[config.mk]
export PLATFORM = sky130hd
export DESIGN_NAME = dcdp_top
export DESIGN_NICKNAME = d
export VERILOG_FILES = /design/src/design/dcdp_pkg.sv /design/src/design/dcdp_top.sv
export SDC_FILE = /design/constraint.sdc
export NUM_CORES = 2
export LEC_CHECK = 0
export ABC_AREA = 1
export CAP_MARGIN = 20
export CORE_UTILIZATION = 65
export DETAILED_ROUTE_END_ITERATION = 8
export DONT_BUFFER_PORTS = 1
export PLACE_DENSITY = 0.88
export SETUP_SLACK_MARGIN = 0.3
export SLEW_MARGIN = 0
export SYNTH_ARGS = -nofsm -noshare
export SYNTH_HDL_FRONTEND = slang
export SYNTH_SLANG_ARGS = --single-unit
[constraint.sdc]
create_clock -name i_sys_clk -period 14.8 [get_ports i_sys_clk]
set_input_delay 2.96 -clock i_sys_clk [delete_from_list [all_inputs] [get_ports i_sys_clk]]
set_output_delay 2.96 -clock i_sys_clk [all_outputs]
set_load 0.02 [all_outputs]
[src/design/dcdp_pkg.sv]
// package: constants for the dual codec digital path
package dcdp_pkg;
	// register byte offsets, one register per channel plus status
	localparam logic [3:0] DCDP_OFF_CTRL0 = 4'h0;
	localparam logic [3:0] DCDP_OFF_CTRL1 = 4'h4;
	localparam logic [3:0] DCDP_OFF_STAT = 4'h8;
	// control field positions
	localparam int DCDP_F_RATE_LO = 0;
	localparam int DCDP_F_MODE_LO = 2;
	localparam int DCDP_F_PWDN = 4;
	localparam logic [4:0] DCDP_CTRL_RST = 5'h00;
	// sample rate choices
	localparam logic [1:0] DCDP_RATE_48K = 2'h0;
	localparam logic [1:0] DCDP_RATE_44K1 = 2'h1;
	localparam logic [1:0] DCDP_RATE_8K = 2'h2;
	localparam logic [1:0] DCDP_RATE_16K = 2'h3;
	// loop mode choices
	localparam logic [1:0] DCDP_MODE_NORMAL = 2'h0;
	localparam logic [1:0] DCDP_MODE_DIGLOOP = 2'h1;
	localparam logic [1:0] DCDP_MODE_PARLOOP = 2'h2;
	// modulator oversampling ratio and clock
	localparam int DCDP_OSR = 64;
	localparam int DCDP_CLK_HZ = 100_000_000;
	localparam int DCDP_FS_48K_HZ = 48000;
	localparam int DCDP_FS_44K1_HZ = 44100;
	localparam int DCDP_FS_8K_HZ = 8000;
	localparam int DCDP_FS_16K_HZ = 16000;
	// divider reloads for the modulator bit rate (fs * osr), rounded down
	localparam logic [15:0] DCDP_DIV_48K = 16'(DCDP_CLK_HZ / (DCDP_FS_48K_HZ * DCDP_OSR));
	localparam logic [15:0] DCDP_DIV_44K1 = 16'(DCDP_CLK_HZ / (DCDP_FS_44K1_HZ * DCDP_OSR));
	localparam logic [15:0] DCDP_DIV_8K = 16'(DCDP_CLK_HZ / (DCDP_FS_8K_HZ * DCDP_OSR));
	localparam logic [15:0] DCDP_DIV_16K = 16'(DCDP_CLK_HZ / (DCDP_FS_16K_HZ * DCDP_OSR));
	localparam int DCDP_RECON_TAPS = 32;
	// loop mode enum
	typedef enum logic [1:0] {DCDP_NORMAL, DCDP_DIGLOOP, DCDP_PARLOOP} dcdp_mode_t;
endpackage : dcdp_pkg

[src/design/dcdp_top.sv]
// dual codec digital path: decimation, interpolation, modulator, reconstruction
// ===========================================================================
// operating notes
// bus: every access takes two cycles; waitrequest is high in the first
//   and low in the second, where a write lands and read data stands
// bus: the read mux is loaded in the wait cycle, so the data seen at the
//   answering edge belongs to the address that was held
// bus: unmapped addresses read zero and ignore writes
// control word per channel: rate in bits 1:0, mode in 3:2, power-down in 4
// mode code 3 is refused and stored as normal, so only one loop is ever on
// status word: bits 0 and 2 flag a dsp write lost to parallel loop,
//   bits 1 and 3 one lost to power-down; sticky until reset
// frame timing: the bit divider gives one enable per modulator bit and
//   64 of them make one sample frame
// limitation: the divider rounds down, so each rate runs slightly fast;
//   an exact fractional divider was not worth its area here
// a rate change takes effect at the next divider reload, never mid-bit
// the converter bitstreams are asynchronous and pass three flip-flops;
//   a level is taken only once the last two agree, which rejects a
//   single metastable sample at the cost of two cycles of delay
// input side: cic decimator, one sample and one valid pulse per frame
// output side: word held, linear interpolator, second-order modulator
// reconstruction: 32 equal taps, output scaled count of ones
// digital loop swaps the two bitstreams and returns the held word
// parallel loop feeds the decimated word to the interpolator and drops
//   dsp writes, which only raise a status flag
// power-down freezes the divider of that channel alone, so no enables,
//   no valid pulses and no held-word updates happen there
// hazard: a write strobe in the cycle of a mode change follows the old
//   mode for holding and flagging; software should quiesce first
// reset: every register clears asynchronously; normal mode, 48 kHz rate
//   and both channels running follow release
// all outputs are registered except waitrequest
// ===========================================================================
//
// The placing of the registers and register access over Avalon-MM were chosen for this implementation.
`timescale 1ns/1ps
module dcdp_top import dcdp_pkg::*; #(
	parameter int SW = 16,
	parameter int CIC_W = 36
) (
	// clock and reset
	input wire logic i_sys_clk,
	input wire logic i_rst_n,
	// avalon-mm slave
	input wire logic [3:0] i_avs_address,
	input wire logic i_avs_read,
	input wire logic i_avs_write,
	input wire logic [31:0] i_avs_writedata,
	output logic [31:0] o_avs_readdata,
	output logic o_avs_waitrequest,
	// converter bitstreams, one bit per channel (from analog modulators, async)
	input wire logic [1:0] i_adc_pdm,
	// reconstruction filter output towards the analog driver
	output logic [SW-1:0] o_dac_recon0,
	output logic [SW-1:0] o_dac_recon1,
	// dsp sample port, channel 0
	output logic [SW-1:0] o_input_sample_word0,
	output logic o_input_valid0,
	input wire logic [SW-1:0] i_output_sample_word0,
	input wire logic i_output_write0,
	// dsp sample port, channel 1
	output logic [SW-1:0] o_input_sample_word1,
	output logic o_input_valid1,
	input wire logic [SW-1:0] i_output_sample_word1,
	input wire logic i_output_write1
);
	// =====================================================================
	// register bus
	logic [4:0] ctrl_q [2];
	logic ack_q;
	logic bus_req;
	logic [SW-1:0] in_word [2];
	logic in_valid [2];
	logic [SW-1:0] out_word [2];
	logic [1:0] out_wr;
	logic [SW-1:0] recon [2];
	logic [3:0] ovf_q;
	// bus handshake: request is combinational so the master sees the wait
	// state in the very cycle it asks; ack_q marks the answering cycle and
	// clears itself, so a held request cannot be answered twice in a row

	assign bus_req = i_avs_read | i_avs_write;
	// one wait cycle, then ack; simple and fixed latency
	assign o_avs_waitrequest = bus_req & ~ack_q;

	always_ff @(posedge i_sys_clk or negedge i_rst_n) begin
		if (!i_rst_n) begin
			ack_q <= 1'b0;
		end else begin
			ack_q <= bus_req & ~ack_q;
		end
	end

	// control writes; illegal mode code 3 is folded to normal to keep modes exclusive
	always_ff @(posedge i_sys_clk or negedge i_rst_n) begin
		if (!i_rst_n) begin
			ctrl_q[0] <= DCDP_CTRL_RST;
			ctrl_q[1] <= DCDP_CTRL_RST;
		end else if (i_avs_write && ack_q) begin
			for (int c = 0; c < 2; c++) begin
				if (i_avs_address == (c == 0 ? DCDP_OFF_CTRL0 : DCDP_OFF_CTRL1)) begin
					ctrl_q[c] <= i_avs_writedata[4:0];
					if (i_avs_writedata[DCDP_F_MODE_LO+1 -: 2] == 2'h3) begin
						ctrl_q[c][DCDP_F_MODE_LO+1 -: 2] <= DCDP_MODE_NORMAL;
					end
				end
			end
		end
	end

	// read data mux; unmapped reads return zero
	always_ff @(posedge i_sys_clk or negedge i_rst_n) begin
		if (!i_rst_n) begin
			o_avs_readdata <= 32'h0;
		end else if (i_avs_read && !ack_q) begin
			case (i_avs_address)
				DCDP_OFF_CTRL0: o_avs_readdata <= {27'h0, ctrl_q[0]};
				DCDP_OFF_CTRL1: o_avs_readdata <= {27'h0, ctrl_q[1]};
				DCDP_OFF_STAT: o_avs_readdata <= {28'h0, ovf_q};
				default: o_avs_readdata <= 32'h0;
			endcase
		end
	end

	assign out_word[0] = i_output_sample_word0;
	assign out_word[1] = i_output_sample_word1;
	assign out_wr = {i_output_write1, i_output_write0};

	// =====================================================================
	// rate decoding
	// divider reload for the chosen rate; kept in one place so the rate
	// table cannot drift between channels
	function automatic logic [15:0] rate_div(input logic [1:0] r);
		case (r)
			DCDP_RATE_48K: return DCDP_DIV_48K - 16'h1;
			DCDP_RATE_44K1: return DCDP_DIV_44K1 - 16'h1;
			DCDP_RATE_8K: return DCDP_DIV_8K - 16'h1;
			default: return DCDP_DIV_16K - 16'h1;
		endcase
	endfunction : rate_div

	// =====================================================================
	// per channel datapath
	for (genvar ch = 0; ch < 2; ch++) begin : g_ch
		logic [1:0] rate;
		dcdp_mode_t mode;
		logic pwdn;
		logic [2:0] pdm_sync_q;
		logic adc_bit_q;
		logic [15:0] div_q;
		logic bit_en;
		logic [5:0] osr_q;
		logic fs_en;
		logic [CIC_W-1:0] i1_q, i2_q, i3_q, c1_q, c2_q, d1_q;
		logic [CIC_W-1:0] x0, x1, x2, x3;
		logic [SW-1:0] dec_q;
		logic [SW-1:0] hold_q;
		logic [SW-1:0] tx_q;
		logic [SW-1:0] interp_q;
		logic signed [SW+1:0] step_q;
		logic signed [SW+3:0] sd1_q, sd2_q;
		logic mod_bit;
		logic dec_in;
		logic rec_in;
		logic [DCDP_RECON_TAPS-1:0] sh_q;
		logic [SW-1:0] recon_q;
		logic [1:0] ovf_q_ch;

		assign rate = ctrl_q[ch][DCDP_F_RATE_LO+1 -: 2];
		assign mode = dcdp_mode_t'(ctrl_q[ch][DCDP_F_MODE_LO+1 -: 2]);
		assign pwdn = ctrl_q[ch][DCDP_F_PWDN];

		// three-stage sync of the async converter bit; change accepted on agreement
		always_ff @(posedge i_sys_clk or negedge i_rst_n) begin
			if (!i_rst_n) begin
				pdm_sync_q <= 3'h0;
				adc_bit_q <= 1'b0;
			end else begin
				pdm_sync_q <= {pdm_sync_q[1:0], i_adc_pdm[ch]};
				if (pdm_sync_q[1] == pdm_sync_q[2]) begin
					adc_bit_q <= pdm_sync_q[2];
				end
			end
		end

		// the reload is picked at each wrap, so a rate write never cuts a
		// bit short; power-down parks the counter at zero for a clean start
		// bit-rate divider and oversampling counter; frozen in power-down
		always_ff @(posedge i_sys_clk or negedge i_rst_n) begin
			if (!i_rst_n) begin
				div_q <= 16'h0;
				osr_q <= 6'h0;
			end else if (pwdn) begin
				div_q <= 16'h0;
				osr_q <= 6'h0;
			end else if (div_q == 16'h0) begin
				div_q <= rate_div(rate);
				osr_q <= osr_q + 6'h1;
			end else begin
				div_q <= div_q - 16'h1;
			end
		end
		assign bit_en = !pwdn && div_q == 16'h0;
		assign fs_en = bit_en && osr_q == 6'(DCDP_OSR - 1);

		// decimator input: converter bits, or own modulator bits in digital loop
		assign dec_in = (mode == DCDP_DIGLOOP) ? mod_bit : adc_bit_q;
		// reconstruction input: modulator, or converter bits in digital loop
		assign rec_in = (mode == DCDP_DIGLOOP) ? adc_bit_q : mod_bit;

		// integrators run at the bit rate and combs at the frame rate;
		// wrap-around in the integrators is harmless because the combs
		// subtract it out, provided CIC_W covers the full gain
		// x0 maps the bit to +1 or -1 so a silent input sits at mid-scale
		// third-order cic low-pass decimator, osr 64, 1-bit input mapped to +/-1
		assign x0 = dec_in ? CIC_W'(1) : {CIC_W{1'b1}};
		assign x1 = i3_q - d1_q;
		assign x2 = x1 - c1_q;
		assign x3 = x2 - c2_q;
		always_ff @(posedge i_sys_clk or negedge i_rst_n) begin
			if (!i_rst_n) begin
				{i1_q, i2_q, i3_q, c1_q, c2_q, d1_q} <= '0;
				dec_q <= '0;
			end else if (bit_en) begin
				i1_q <= i1_q + x0;
				i2_q <= i2_q + i1_q;
				i3_q <= i3_q + i2_q;
				if (fs_en) begin
					d1_q <= i3_q;
					c1_q <= x1;
					c2_q <= x2;
					// gain 64^3 = 2^18; keep top 16 of the 19-bit result
					dec_q <= x3[18:3];
				end
			end
		end

		// valid rises with the new word and lasts one cycle, so the dsp may
		// take the word at any point up to the next frame
		// dsp-visible input word: decimated, or written word in digital loop
		always_ff @(posedge i_sys_clk or negedge i_rst_n) begin
			if (!i_rst_n) begin
				in_word[ch] <= '0;
				in_valid[ch] <= 1'b0;
			end else begin
				in_valid[ch] <= fs_en;
				if (fs_en) begin
					in_word[ch] <= (mode == DCDP_DIGLOOP) ? hold_q : dec_q;
				end
			end
		end

		// a write in power-down is dropped as well, since that channel has
		// no frame to carry it
		// dsp writes held; discarded during parallel loop or power-down
		always_ff @(posedge i_sys_clk or negedge i_rst_n) begin
			if (!i_rst_n) begin
				hold_q <= '0;
			end else if (out_wr[ch] && !pwdn && mode != DCDP_PARLOOP) begin
				hold_q <= out_word[ch];
			end
		end

		// serialised word per frame, then linear interpolation in 64 steps
		always_ff @(posedge i_sys_clk or negedge i_rst_n) begin
			if (!i_rst_n) begin
				tx_q <= '0;
				interp_q <= '0;
				step_q <= '0;
			end else if (fs_en) begin
				tx_q <= (mode == DCDP_PARLOOP) ? dec_q : hold_q;
				interp_q <= tx_q;
				step_q <= ($signed({{2{tx_q[SW-1]}}, tx_q})
					- $signed({{2{interp_q[SW-1]}}, interp_q})) >>> 6;
			end else if (bit_en) begin
				interp_q <= SW'(interp_q + SW'(step_q));
			end
		end

		// the feedback level is one count below full scale, so a full-scale
		// negative interpolated word lowers sd1_q on every bit and runs away
		// hazard: sd2_q sign sets the output bit, so both integrators must
		// be wide enough for the worst case sum of two steps
		// second-order digital delta-sigma modulator, 1-bit out
		assign mod_bit = ~sd2_q[SW+3];
		always_ff @(posedge i_sys_clk or negedge i_rst_n) begin
			if (!i_rst_n) begin
				sd1_q <= '0;
				sd2_q <= '0;
			end else if (bit_en) begin
				sd1_q <= sd1_q + $signed({{4{interp_q[SW-1]}}, interp_q})
					- (mod_bit ? (SW+4)'(32767) : -(SW+4)'(32767));
				sd2_q <= sd2_q + sd1_q
					- (mod_bit ? (SW+4)'(32767) : -(SW+4)'(32767));
			end
		end

		// 32-tap boxcar reconstruction fir: output is scaled count of ones
		// limitation: flat taps trade stopband depth for zero multipliers
		always_ff @(posedge i_sys_clk or negedge i_rst_n) begin
			if (!i_rst_n) begin
				sh_q <= '0;
				recon_q <= '0;
			end else if (bit_en) begin
				sh_q <= {sh_q[DCDP_RECON_TAPS-2:0], rec_in};
				recon_q <= SW'({$countones({sh_q[DCDP_RECON_TAPS-2:0], rec_in}), 10'h0});
			end
		end
		assign recon[ch] = recon_q;

		// flags are set only; with no clear path there is no set/clear
		// collision to resolve, and software learns of any lost word
		// sticky: a dsp write arriving while powered down or looped in parallel
		always_ff @(posedge i_sys_clk or negedge i_rst_n) begin
			if (!i_rst_n) begin
				ovf_q_ch <= 2'h0;
			end else begin
				if (out_wr[ch] && mode == DCDP_PARLOOP) ovf_q_ch[0] <= 1'b1;
				if (out_wr[ch] && pwdn) ovf_q_ch[1] <= 1'b1;
			end
		end
		assign ovf_q[2*ch +: 2] = ovf_q_ch;
	end

	assign o_input_sample_word0 = in_word[0];
	assign o_input_sample_word1 = in_word[1];
	assign o_input_valid0 = in_valid[0];
	assign o_input_valid1 = in_valid[1];
	assign o_dac_recon0 = recon[0];
	assign o_dac_recon1 = recon[1];
endmodule : dcdp_top

==> run metrics <==
drt drc=0; vias in the first global route=36.08k; clock slew at reported path FFs=0.06 ns; relative slew slack=-1.130; Min Hold Slack=0.3477 ns; CTS tree=yes; largest net degree at the start of global routing=639; clk sinks=638; RR Startpoint=ctrl_q[3]; HP Class=reg -> reg; final WL=101.9 mm; asr flop ratio synth=1.000; most frequent cell after synthesis=nand2_1; Max Cap Violations=0; depth of the most critical reg-to-reg path=17; synthesized instance count=5,362; outcome=finished with violations; IO Port Bufs=0; top cell type by total area after synthesis=dfrtp_1; gpl congestion=0.9034; I/O pins=175; CP max FO=27; Skew-Pair Late Insertion Delay=0.63 ns; Final WS setup=7.735 ns; DIE WIDTH=262.5 µm; Area Overhead vs Synth=6.387%; FMAX=0.1415 GHz; Ys Warns=0; synth top area cells=dfrtp_1, ha_1, nand2_1; Yosys cell types=60; Critical R2R Capture=o_dac_recon1[14]; arrival time worst endpoint=7.58 ns; Mean Syn Cell Area=8.228 µm²; Clock Tree Root=clkbuf_16; CP Capture Type=flop; Least-Margin Pin Slew=3.194 ns; first-pass GRT wire length=170.4 mm; Setup CP Type=reg -> reg; Avg WL per Cell=16.32 µm; post-CTS resize count=0; via count=36.80k; total die area=0.06892 mm²; Final HPWL DP=71.15 mm; Setup Viol. Count Final=0; post-place instance area=0.04461 mm²; pre-CTS WS=7.865 ns; #FFs+latches synth=638; CTS Hold Buffers Added=0; flop-to-flop setup slack=7.73 ns; Post-synth EDFFs=0; Die Y=262.5 µm; CTS Buffer Depth=3; grt ovf=0; synth cell count leaders=nand2_1, dfrtp_1, o21ai_0, inv_1, a21oi_1; Clock Skews=0.02370 ns; vias per std cell=5.892; GRT Overall Usage=0.2948; RSZ-0062 raised after global routing=false; final instance area=0.04693 mm²; Placeable Area=0.06716 mm²; fin crit share=0.4774; final hold vios=0; starting density of the core=0.6569; crit path to=o_dac_recon1[14]; initial antenna violation count=4; share of cells above drive strength 1=0.03595; H-Tree Depth=3; sequential share of the synthesized area=0.3619; Cell Rows=95; failing checks=slew limit; Crit path required time=15.32 ns; CP startpoint=ctrl_q[3]; Post-CTS Setup Inserts=0; ANT nets after route=0; Most used DFF post-synth=dfrtp_1; crit start category=flop; min Tclk post-route=7.065 ns; Mapped Area=0.04412 mm²; Slew Limit Fails=600; Yosys top cell area share=0.3619; Nets=5,899; initial DRC count=3,065; CTS Buf Count=71; Setup TNS=0 ns; drt pass-1 iters=8
-- worst max-delay path: stages, from the launching register on --
cell and delay, ns:
dfrtp_1 0.67, inv_1 0.61, nand2_1 0.77, o21ai_0 0.65, inv_1 0.11, fa_1 0.52
fa_1 0.44, fa_1 0.54, fa_1 0.44, fa_1 0.55, fa_1 0.41, inv_1 0.07
ha_1 0.16, inv_1 0.06, fa_1 0.40, o21a_1 0.21, xor2_1 0.14, o21ai_0 0.19
-- state kept, by name, summed over array words and instances, names as in the netlist, 10 cells and up --
| name | cells |
|---|---|
| g_ch.sh_q | 62 |
| o_input_sample_word0 | 16 |
| g_ch.sd2_q | 40 |
| g_ch.interp_q | 32 |
| g_ch.c2_q | 38 |
| g_ch.div_q | 32 |
| g_ch.c1_q | 38 |
| g_ch.sd1_q | 40 |
| g_ch.i1_q | 38 |
| g_ch.d1_q | 38 |
| o_input_sample_word1 | 16 |
| g_ch.dec_q | 32 |
| g_ch.hold_q | 32 |
| g_ch.step_q | 22 |
| g_ch.i3_q | 38 |
| ctrl_q | 10 |
| g_ch.tx_q | 32 |
| g_ch.i2_q | 38 |
| g_ch.osr_q | 12 |
-- area by class of cell --
class | count | area, µm²
flip-flops and latches | 638 | 15970
clock buffers | 100 | 1976
multi-input cells | 4032 | 25320
repair buffers | 14 | 148.9
inverters | 561 | 2116
fillers | 4998 | 20220
diodes | 4 | 10.01
well taps | 873 | 1092
clock inverters | 24 | 302.8
-- per-layer routing --
metal  part of all wire  up-vias  routed length (µm)  track usage
li1                   -    17800                   -            -
met1               0.42    17580               42680       0.3747
met2               0.49     1127               50210       0.5119
met3              0.050      295                5069      0.03598
met4              0.039        0                3986       0.1180
met5                  0        -                   0            0
-- how the worst min path moves through the flow --
stage | startpoint | endpoint | slack (ns) | cells after the start
finish | g_ch[1].pdm_sync_q[0] | g_ch[1].pdm_sync_q[1] | 0.35 | 0
global placement | g_ch[1].pdm_sync_q[0] | g_ch[1].pdm_sync_q[1] | 0.33 | 0
global route | g_ch[1].pdm_sync_q[0] | g_ch[1].pdm_sync_q[1] | 0.35 | 0
detailed placement | g_ch[1].pdm_sync_q[0] | g_ch[1].pdm_sync_q[1] | 0.34 | 0
CTS | g_ch[1].pdm_sync_q[0] | g_ch[1].pdm_sync_q[1] | 0.35 | 0
floorplan | g_ch[0].pdm_sync_q[0] | g_ch[0].pdm_sync_q[1] | 0.33 | 0
-- logic make-up (layout without fill, tap and decap cells) --
group	Yosys count	count (layout)	share of synthesized area
AO/OA/AOI/OAI	1289	1289	0.1570
XOR/XNOR	292	292	0.05797
adder cells (fa/ha/maj)	507	507	0.1668
buffers and inverters	738	699	0.06807
flip-flops	638	638	0.3619
multiplexers	64	64	0.01543
other	1	51	0.00008500
AND/OR/NAND/NOR	1833	1833	0.1727
-- placed cells by master (no fill, tap or decap), types with 11 or more instances in the layout --
cell type  count
o31ai_1       36
nor2_1       223
clkinv_2      13
xnor2_1      148
nand4_1       49
o21ai_0      596
buf_4         11
mux2_2        32
o21ai_1       64
nand2_1     1207
a21o_1        52
nor3_1        42
fa_1         136
and2_1        15
inv_1        554
clkbuf_16     71
or2_2         19
o22ai_1       12
dfrtp_1      636
conb_1        47
o211ai_1      11
ha_1         369
xor2_1       144
nand3_1      246
a31oi_1       52
o21bai_1      11
mux2i_1       32
a21oi_1      417
clkbuf_1      20
-- metrics by stage --
stage / instances / utilization
2_1_floorplan: 5408 / -
3_3_place_gp: 6115 / 0.6638
3_5_place_dp: 6116 / 0.6642
4_1_cts: 6240 / 0.6981
5_1_grt: 6246 / 0.6989
6_report: 6246 / 0.6989
Power is not shown: default switching activity piles up to over one toggle a cycle in this logic, so the estimate is an artifact.
